[src/include/rnsa_defines.svh]
// Purpose: Offsets, field positions, reset values and timing counts
// Assumes: 50 MHz clock, 32-bit register bus
// Notes:   Definitions only
`ifndef RNSA_DEFINES_SVH
`define RNSA_DEFINES_SVH

// Register byte offsets
`define RNSA_OFS_CTRL        8'h00
`define RNSA_OFS_STATUS      8'h04
`define RNSA_OFS_IRQ_STATUS  8'h08
`define RNSA_OFS_IRQ_MASK    8'h0c
`define RNSA_OFS_NODE_LIGHTS 8'h10
`define RNSA_OFS_HEX_CODE    8'h14
`define RNSA_OFS_BRANCH      8'h18

// Control fields
`define RNSA_CTRL_FORCE_INT  0
`define RNSA_CTRL_REDUCED    1
`define RNSA_CTRL_RESET      2'h0

// Interrupt event bits
`define RNSA_EV_COMM_LOST    0
`define RNSA_EV_LINK_LOST    1
`define RNSA_EV_POWER_LOST   2
`define RNSA_EV_INT_FAULT    3
`define RNSA_EV_WIDTH        4

// Legacy bus address window, inclusive
`define RNSA_LEGACY_LO       8'h08
`define RNSA_LEGACY_HI       8'hfb

// Switch positions that alias onto low addresses
`define RNSA_SW_ALIAS_BASE   4'h8

// Timing
`define RNSA_CLK_KHZ         50000
`define RNSA_COMM_TIMEOUT_MS 1000
`define RNSA_OBS_INTERVAL_MS 100
`define RNSA_COMM_TIMEOUT_CYC (`RNSA_COMM_TIMEOUT_MS * `RNSA_CLK_KHZ)
`define RNSA_OBS_INTERVAL_CYC (`RNSA_OBS_INTERVAL_MS * `RNSA_CLK_KHZ)

`endif

[src/include/rnsa_pkg.sv]
// Purpose: Types shared by the remote node status block
// Assumes: Nothing beyond the defines header
// Notes:   Types only; numbers live in rnsa_defines.svh
package rnsa_pkg;

  typedef struct packed {
    logic int_red;
    logic ext_red;
    logic comm_green;
    logic pwr_green;
  } rnsa_unit_led_type;

  typedef struct packed {
    logic [7:0] green;
    logic [7:0] red;
  } rnsa_branch_led_type;

  typedef struct packed {
    logic       second_link_port;
    logic [1:0] channel;
    logic [2:0] address;
  } rnsa_route_type;

endpackage

[src/rtl/rnsa_top.sv]
// Purpose: Remote node addressing, link health and status indicators
// Assumes: All inputs synchronous to clock; AHB-Lite slave, zero wait states
// Notes:   Long counts are parameters so simulation can shorten them
//
// Decided for this implementation: register access over AHB-Lite and the register addresses.
`timescale 1ns/1ps
`include "rnsa_defines.svh"

module rnsa_top #(
  parameter int unsigned COMM_TIMEOUT_CYC = `RNSA_COMM_TIMEOUT_CYC,
  parameter int unsigned OBS_INTERVAL_CYC = `RNSA_OBS_INTERVAL_CYC,
  parameter int unsigned NUM_BRANCHES     = 8,
  parameter int unsigned NUM_CHANNELS     = 4
) (
  // Clock and reset
  input  wire logic                         clock,
  input  wire logic                         resetn,
  // AHB-Lite slave
  input  wire logic                         hsel,
  input  wire logic [31:0]                  haddr,
  input  wire logic [1:0]                   htrans,
  input  wire logic                         hwrite,
  input  wire logic [2:0]                   hsize,
  input  wire logic [31:0]                  hwdata,
  input  wire logic                         hready,
  output logic      [31:0]                  hrdata,
  output logic                              hreadyout,
  output logic                              hresp,
  output logic                              irq,
  // Node address switch and routing
  input  wire logic [3:0]                   rotary_switch,
  output rnsa_pkg::rnsa_route_type          node_route,
  // Controller accesses and legacy bus
  input  wire logic                         ctrl_access,
  input  wire logic                         legacy_strobe,
  input  wire logic [7:0]                   legacy_addr,
  output logic                              legacy_select,
  // Node health sources
  input  wire logic                         internal_error,
  input  wire logic                         link_healthy,
  input  wire logic                         vcc_above_min,
  // Media unit receivers
  input  wire logic [NUM_CHANNELS-1:0]      rx_light_above,
  output logic      [NUM_CHANNELS-1:0]      link_ok_led,
  // Branch I/O cycle results
  input  wire logic [NUM_BRANCHES-1:0]      branch_cycle_done,
  input  wire logic [NUM_BRANCHES-1:0]      branch_cycle_ok,
  // Indicators
  output rnsa_pkg::rnsa_unit_led_type       unit_led,
  output rnsa_pkg::rnsa_branch_led_type     branch_led,
  output logic      [7:0]                   node_lights,
  output logic      [7:0]                   hex_display
);
  import rnsa_pkg::*;

  localparam int unsigned COMM_W = $clog2(COMM_TIMEOUT_CYC + 1);
  localparam int unsigned OBS_W  = $clog2(OBS_INTERVAL_CYC + 1);
  // Reduced media unit has only the first two channels fitted
  localparam int unsigned REDUCED_CHANNELS = 2;

  function automatic logic [2:0] switch_to_address(input logic [3:0] sw);
    if (sw >= `RNSA_SW_ALIAS_BASE) begin
      switch_to_address = {2'b00, sw[0]};
    end else begin
      switch_to_address = sw[2:0];
    end
  endfunction

  function automatic logic in_legacy_window(input logic [7:0] a);
    in_legacy_window = (a >= `RNSA_LEGACY_LO) && (a <= `RNSA_LEGACY_HI);
  endfunction

  // Registers live in the lowest 256 bytes; anything above reads zero
  function automatic logic in_reg_page(input logic [31:0] a);
    in_reg_page = (a[31:8] == 24'h00_0000);
  endfunction

  // Bus state
  logic                         wr_pend_q;
  logic [7:0]                   wr_addr_q;
  logic [1:0]                   ctrl_q;
  logic [`RNSA_EV_WIDTH-1:0]    irq_status_q;
  logic [`RNSA_EV_WIDTH-1:0]    irq_mask_q;
  logic [7:0]                   node_lights_q;
  logic [7:0]                   hex_code_q;
  logic [31:0]                  rdata_q;
  logic                         addr_phase;
  logic [7:0]                   rd_ofs;

  // Status state
  rnsa_route_type               route_q;
  logic [COMM_W-1:0]            comm_cnt_q;
  logic                         comm_green;
  logic [NUM_CHANNELS-1:0]      link_ok_q;
  rnsa_unit_led_type            unit_led_q;
  rnsa_unit_led_type            unit_prev_q;
  logic [OBS_W-1:0]             obs_cnt_q;
  logic                         obs_tick;
  logic [NUM_BRANCHES-1:0]      seen_ok_q;
  logic [NUM_BRANCHES-1:0]      seen_fail_q;
  logic [NUM_BRANCHES-1:0]      br_green_q;
  logic [NUM_BRANCHES-1:0]      br_red_q;
  logic                         legacy_sel_q;
  logic                         legacy_hit;
  logic [`RNSA_EV_WIDTH-1:0]    events;
  logic [2:0]                   node_addr;
  logic                         irq_q;
  logic                         led_seen_q;
  logic                         prev_seen_q;

  assign hreadyout  = 1'b1;
  assign hresp      = 1'b0;
  assign addr_phase = hsel && htrans[1] && hready;
  assign rd_ofs     = haddr[7:0];

  // Address phase: latch writes, fetch read data so it stands in data phase
  always_ff @(posedge clock or negedge resetn) begin
    if (!resetn) begin
      wr_pend_q <= 1'b0;
      wr_addr_q <= 8'h00;
    end else if (hready) begin
      wr_pend_q <= addr_phase && hwrite && in_reg_page(haddr);
      wr_addr_q <= haddr[7:0];
    end
  end

  always_ff @(posedge clock or negedge resetn) begin
    if (!resetn) begin
      rdata_q <= 32'h0000_0000;
    end else if (addr_phase && !hwrite) begin
      if (!in_reg_page(haddr)) begin
        rdata_q <= 32'h0000_0000;
      end else if (rd_ofs == `RNSA_OFS_CTRL) begin
        rdata_q <= {30'h0, ctrl_q};
      end else if (rd_ofs == `RNSA_OFS_STATUS) begin
        rdata_q <= {16'h0, unit_led_q, 4'(link_ok_q),
                    2'b00, route_q};
      end else if (rd_ofs == `RNSA_OFS_IRQ_STATUS) begin
        rdata_q <= {28'h0, irq_status_q};
      end else if (rd_ofs == `RNSA_OFS_IRQ_MASK) begin
        rdata_q <= {28'h0, irq_mask_q};
      end else if (rd_ofs == `RNSA_OFS_NODE_LIGHTS) begin
        rdata_q <= {24'h0, node_lights_q};
      end else if (rd_ofs == `RNSA_OFS_HEX_CODE) begin
        rdata_q <= {24'h0, hex_code_q};
      end else if (rd_ofs == `RNSA_OFS_BRANCH) begin
        rdata_q <= {16'h0, 8'(br_green_q),
                    8'(br_red_q)};
      end else begin
        rdata_q <= 32'h0000_0000;
      end
    end
  end
  assign hrdata = rdata_q;

  // Data phase writes; unmapped offsets are ignored
  always_ff @(posedge clock or negedge resetn) begin
    if (!resetn) begin
      ctrl_q        <= `RNSA_CTRL_RESET;
      irq_mask_q    <= 4'h0;
      node_lights_q <= 8'h00;
      hex_code_q    <= 8'h00;
    end else if (wr_pend_q) begin
      if (wr_addr_q == `RNSA_OFS_CTRL) begin
        ctrl_q <= hwdata[1:0];
      end else if (wr_addr_q == `RNSA_OFS_IRQ_MASK) begin
        irq_mask_q <= hwdata[`RNSA_EV_WIDTH-1:0];
      end else if (wr_addr_q == `RNSA_OFS_NODE_LIGHTS) begin
        node_lights_q <= hwdata[7:0];
      end else if (wr_addr_q == `RNSA_OFS_HEX_CODE) begin
        hex_code_q <= hwdata[7:0];
      end
    end
  end
  assign node_lights = node_lights_q;
  assign hex_display = hex_code_q;

  // Node address and path; 3-bit address caps the system at eight nodes
  assign node_addr = switch_to_address(rotary_switch);
  always_ff @(posedge clock or negedge resetn) begin
    if (!resetn) begin
      route_q <= '0;
    end else begin
      route_q.address          <= node_addr;
      route_q.channel          <= node_addr[1:0];
      route_q.second_link_port <= node_addr[2];
    end
  end
  assign node_route = route_q;

  // Legacy bus decode
  assign legacy_hit = legacy_strobe && in_legacy_window(legacy_addr);
  always_ff @(posedge clock or negedge resetn) begin
    if (!resetn) begin
      legacy_sel_q <= 1'b0;
    end else begin
      legacy_sel_q <= legacy_hit;
    end
  end
  assign legacy_select = legacy_sel_q;

  // Communication watchdog, reloaded by any valid access
  // Reload beats the countdown, so accesses one timeout apart keep it lit
  always_ff @(posedge clock or negedge resetn) begin
    if (!resetn) begin
      comm_cnt_q <= '0;
    end else if (ctrl_access || legacy_hit) begin
      comm_cnt_q <= COMM_W'(COMM_TIMEOUT_CYC);
    end else if (comm_cnt_q != '0) begin
      comm_cnt_q <= comm_cnt_q - 1'b1;
    end
  end
  assign comm_green = (comm_cnt_q != '0);

  // Media unit link indicators; reduced variant has no channels 3 and 4
  always_ff @(posedge clock or negedge resetn) begin
    if (!resetn) begin
      link_ok_q <= '0;
    end else begin
      for (int i = 0; i < NUM_CHANNELS; i++) begin
        link_ok_q[i] <= rx_light_above[i]
                        && !(ctrl_q[`RNSA_CTRL_REDUCED] && i >= REDUCED_CHANNELS);
      end
    end
  end
  assign link_ok_led = link_ok_q;

  // Unit indicators
  always_ff @(posedge clock or negedge resetn) begin
    if (!resetn) begin
      unit_led_q <= '0;
    end else begin
      unit_led_q.int_red    <= !comm_green || ctrl_q[`RNSA_CTRL_FORCE_INT]
                               || internal_error;
      unit_led_q.ext_red    <= !link_healthy;
      unit_led_q.comm_green <= comm_green;
      unit_led_q.pwr_green  <= vcc_above_min;
    end
  end
  assign unit_led = unit_led_q;

  // Observation interval for branch results
  always_ff @(posedge clock or negedge resetn) begin
    if (!resetn) begin
      obs_cnt_q <= '0;
    end else if (obs_tick) begin
      obs_cnt_q <= '0;
    end else begin
      obs_cnt_q <= obs_cnt_q + 1'b1;
    end
  end
  assign obs_tick = (obs_cnt_q == OBS_W'(OBS_INTERVAL_CYC - 1));

  // Results arriving on the tick count toward the interval just ending
  always_ff @(posedge clock or negedge resetn) begin
    if (!resetn) begin
      seen_ok_q   <= '0;
      seen_fail_q <= '0;
      br_green_q  <= '0;
      br_red_q    <= '0;
    end else if (obs_tick) begin
      br_green_q  <= seen_ok_q | (branch_cycle_done & branch_cycle_ok);
      br_red_q    <= seen_fail_q | (branch_cycle_done & ~branch_cycle_ok);
      seen_ok_q   <= '0;
      seen_fail_q <= '0;
    end else begin
      seen_ok_q   <= seen_ok_q | (branch_cycle_done & branch_cycle_ok);
      seen_fail_q <= seen_fail_q | (branch_cycle_done & ~branch_cycle_ok);
    end
  end
  // One driver for the whole struct; narrower builds pad with zeros
  assign branch_led = '{green: 8'(br_green_q),
                        red:   8'(br_red_q)};

  // Interrupt events on indicator degradation
  always_ff @(posedge clock or negedge resetn) begin
    if (!resetn) begin
      unit_prev_q <= '0;
    end else begin
      unit_prev_q <= unit_led_q;
    end
  end

  // Indicators leave reset at zero and take their idle state one edge later;
  // events wait until the history register holds a real sample, so a reset
  // does not raise a fault event of its own
  always_ff @(posedge clock or negedge resetn) begin
    if (!resetn) begin
      led_seen_q  <= 1'b0;
      prev_seen_q <= 1'b0;
    end else begin
      led_seen_q  <= 1'b1;
      prev_seen_q <= led_seen_q;
    end
  end

  always_comb begin
    events = '0;
    if (prev_seen_q) begin
      events[`RNSA_EV_COMM_LOST]  = unit_prev_q.comm_green && !unit_led_q.comm_green;
      events[`RNSA_EV_LINK_LOST]  = !unit_prev_q.ext_red && unit_led_q.ext_red;
      events[`RNSA_EV_POWER_LOST] = unit_prev_q.pwr_green && !unit_led_q.pwr_green;
      events[`RNSA_EV_INT_FAULT]  = !unit_prev_q.int_red && unit_led_q.int_red;
    end
  end

  // Set wins over a same-cycle write-one-to-clear
  always_ff @(posedge clock or negedge resetn) begin
    if (!resetn) begin
      irq_status_q <= '0;
    end else if (wr_pend_q && wr_addr_q == `RNSA_OFS_IRQ_STATUS) begin
      irq_status_q <= (irq_status_q & ~hwdata[`RNSA_EV_WIDTH-1:0]) | events;
    end else begin
      irq_status_q <= irq_status_q | events;
    end
  end

  // Registered so the pin cannot glitch while status and mask change
  always_ff @(posedge clock or negedge resetn) begin
    if (!resetn) begin
      irq_q <= 1'b0;
    end else begin
      irq_q <= |(irq_status_q & irq_mask_q);
    end
  end
  assign irq = irq_q;

endmodule

[config.mk]
export PLATFORM = sky130hd
export DESIGN_NAME = rnsa_top
export DESIGN_NICKNAME = d
export VERILOG_FILES = /design/src/include/rnsa_pkg.sv /design/src/rtl/rnsa_top.sv
export VERILOG_INCLUDE_DIRS = /design/src /design/src/include
export SDC_FILE = /design/constraint.sdc
export NUM_CORES = 1
export LEC_CHECK = 0
export ABC_CLOCK_PERIOD_IN_PS = 4100
export BUFFER_PORTS_ARGS = -buffer_cell sky130_fd_sc_hd__buf_2
export CAP_MARGIN = 20
export CORE_MARGIN = 3
export CORE_UTILIZATION = 56
export DETAILED_ROUTE_END_ITERATION = 10
export GPL_ROUTABILITY_DRIVEN = 1
export PLACE_DENSITY = 0.85
export SYNTH_ARGS = -nofsm -noshare
export SYNTH_HDL_FRONTEND = slang
export SYNTH_SLANG_ARGS = --single-unit
[constraint.sdc]
create_clock -name clock -period 4.1 [get_ports clock]
set_input_delay 0.205 -clock clock [delete_from_list [all_inputs] [get_ports clock]]
set_output_delay 0.205 -clock clock [all_outputs]
set_load 0.1 [all_outputs]
==> results.json <==
{
  "worst_pin_slew_ps": 1105,
  "cp_data_arrival_time_ps": 2740,
  "cts_max_level": 4,
  "maxSlewViolCount": 0,
  "ir_worst_vdd_v": 0.0002087,
  "grt_first_pass_wirelength_um": 28190,
  "hold_viol_final": 0,
  "cts_root_buf": "clkbuf_16",
  "rr_endpoint": "br_green_q[0]",
  "cp-startpoint": "obs_cnt_q[13]",
  "leakagePower_uw": 0.003647,
  "status": "completed",
  "synthTopCellsByArea": "dfrtp_1 (55%), mux2_2 (4.9%), nor2_1 (3.6%)",
  "path_delay_family": "simple AND/OR/NAND/NOR gates",
  "fp.dieH_um": 117.1,
  "synth.distinct_cells": 57,
  "synth-async-reset-ratio": 1.000,
  "syn_inst": 658,
  "critical_path_class": "reg -> reg",
  "crit_required_ps": 4430,
  "setup_viol": 0,
  "worst_r2r_path_depth": 6,
  "numPortBuffers": 144,
  "synth-edff-count": 0,
  "drc": 0,
  "path_max_fanout": 48,
  "die_area_mm2": 0.01371,
  "clock_latency_ps": 420,
  "hold_path_class": "in -> reg",
  "fin_crit_sh": 0.5866,
  "cts_buffer_depth": 2,
  "area_delta_synth_final_pct": 20.19,
  "slew_headroom": 0.2602,
  "cp_num_buf_inv": 1,
  "drt-pass1-iter-count": 8,
  "cts.sinks": 151,
  "first_global_vias": 5777,
  "hold_depth": 2,
  "numCtsBuffers": 17,
  "netlist_area_mm2": 0.006909,
  "via_per_inst": 6.061,
  "cp-endpoint": "br_green_q[0]",
  "rr_startpoint": "obs_cnt_q[13]",
  "setup_tns_ps": 0,
  "n_antenna_cell": 0,
  "r2r_slack_ps": 1690,
  "die_w_um": 117.1,
  "synth_flop_cell": "dfrtp_1",
  "ys_warn_count": 0,
  "antenna_found_initial": 0,
  "gp_congestion": 0.9085,
  "dpl.hpwl_um": 12780,
  "rows": 39,
  "grt_max_degree": 84,
  "crit_chain": "nor4b_1 -> nand3_1 -> nor3_2 -> buf_4 -> nor2_1 -> a21oi_1",
  "overflow": 0,
  "holdWs_ps": 20.42,
  "antenna_left": 0,
  "max_freq_mhz": 415.8,
  "initial_core_util": 0.5900,
  "netlist.area_leader.share": 0.5469,
  "syn_area_per_cell_um2": 10.50,
  "yosysSeqAreaShare": 0.5469,
  "pin_count": 193,
  "clkTransAtPathRegs_ps": 60,
  "cap_viol_max_count": 0,
  "cp_slowest_cell": "nor3_2",
  "first_iter_violations": 518,
  "coreArea_mm2": 0.01171,
  "via_count": 5837,
  "crit_path_start_kind": "flip-flop",
  "rsz0062_at_grt": "false",
  "cts_tree": "yes",
  "drive_above_1_share": 0.2707,
  "fill_cells": 803,
  "yosysTopAreaCell": "dfrtp_1",
  "final_nets": 921,
  "track_usage": 0.2667,
  "critPathCaptureType": "flip-flop",
  "wl_um": 17900,
  "min_period_ps": 2405,
  "slowest_delay_ps": 610,
  "ys_ff_latch": 151,
  "cp_num_cells": 6,
  "finClkSkew_ps": 6.422,
  "wl_per_cell_um": 18.59,
  "power_density_mw_per_mm2": 411.4
}
## how the worst min path moves through the flow
| stage | startpoint | endpoint |
|---|---|---|
| 6_report | rotary_switch[1] | node_route[1] |
| 5_1_grt | hwdata[5] | hex_display[5] |
| 4_1_cts | rotary_switch[1] | node_route[1] |
| 3_5_place_dp | resetn | seen_ok_q[5] |
| 3_3_place_gp | resetn | seen_fail_q[4] |
| 2_1_floorplan | resetn | br_green_q[0] |
## where the power goes
group | total (µW) | internal [µW] | switching, µW
registers | 1560 | 1520 | 33.7
clock network | 1450 | 875 | 575
logic | 409 | 97.9 | 311
total | 3420 | 2500 | 920
## per-layer routing
| metal | vias to the layer above | share of wire | track usage |
|---|---|---|---|
| li1 | 2624 | - | - |
| met1 | 2830 | 0.38 | 0.3117 |
| met2 | 322 | 0.51 | 0.4634 |
| met3 | 61 | 0.082 | 0.06478 |
| met4 | 0 | 0.033 | 0.1254 |
| met5 | - | 0 | 0 |
## stage by stage
| stage | power (µW) | setup slack, ps | cell area [µm²] | utilization | std cells |
|---|---|---|---|---|---|
| 2_1_floorplan | 1868 | 2224 | 6973 | - | 675 |
| 3_3_place_gp | 1971 | 1822 | 7672 | 0.6551 | 924 |
| 3_5_place_dp | 1982 | 1736 | 7672 | 0.6551 | 924 |
| 4_1_cts | 3427 | 1701 | 8304 | 0.7091 | 963 |
| 5_1_grt | 3530 | 1504 | 8304 | 0.7091 | 963 |
| 6_report | 3417 | 1695 | 8304 | 0.7091 | 963 |
## cells by family (layout without fill, tap and decap cells)
logic type      after synthesis  count (layout)  synth area share
other cells                   2              19          0.001087
flops                       151             151            0.5469
compound gates              113             113            0.1018
mux                          43              43           0.06773
xor+xnor                     32              32           0.04057
buf+inv                      61             206           0.04527
fa+ha+maj                     2               2          0.003621
simple gates                254             254            0.1930
## sequential cells by signal, indices dropped and copies added, names as in the netlist, 8 cells and up
signal / cells
seen_ok_q: 8
obs_cnt_q: 23
br_green_q: 8
wr_addr_q: 8
seen_fail_q: 8
br_red_q: 8
node_lights: 8
hex_display: 8
comm_cnt_q: 26
hrdata: 16
## what timing repair did
| action | in CTS | in global routing |
|---|---|---|
| setup buffers | 0 | 0 |
| endpoints found under the hold margin | 89 | 0 |
| hold buffers | 8 | 0 |
| setup endpoints to repair | 0 | 0 |
| resized for setup | 0 | 0 |
## synthesized netlist by cell type (3+ instances only)
library cell	instances
a21oi_1	49
a22oi_1	5
a31oi_1	12
a32o_1	5
and2_1	3
and3_1	8
and4_1	9
buf_1	3
buf_2	4
buf_4	21
clkbuf_1	14
dfrtp_1	151
inv_1	19
mux2_2	30
mux2i_1	13
nand2_1	59
nand3_1	23
nand4_1	9
nand4b_1	3
nor2_1	67
nor2b_1	8
nor3_1	13
nor4_1	18
nor4b_1	4
o21ai_0	13
o21ai_1	3
o31ai_1	11
o41ai_1	3
or2_2	3
or3_1	7
or4_1	3
xnor2_1	14
xor2_1	18
## layout by cell type (no fill, tap or decap), types with 11 or more instances in the layout
cell	n
mux2_2	30
xnor2_1	14
dfrtp_1	151
buf_2	143
nor3_1	12
conb_1	19
nor2_1	67
inv_1	19
mux2i_1	13
nor4_1	18
nand3_1	23
a21oi_1	49
clkbuf_16	17
o31ai_1	11
nand2_1	59
a31oi_1	12
xor2_1	18
o21ai_0	13
## worst reg2reg max path, stage by stage, from the launching register on
cell and delay (ps):
dfrtp_1 440, nor4b_1 300, nand3_1 170, nor3_2 610, buf_4 520, nor2_1 120, a21oi_1 160
## cell type report
class                      instances  area, µm²  area share
inverter                          19      71.32    0.008588
tap                              143      178.9     0.02155
clock buffer                      23      478.0     0.05756
clock inverter                     8      73.82    0.008890
multi-input combinational        463       2887      0.3476
sequential                       151       3779      0.4550
timing repair buffer             156      837.1      0.1008
(Power assumes the default switching activity.)
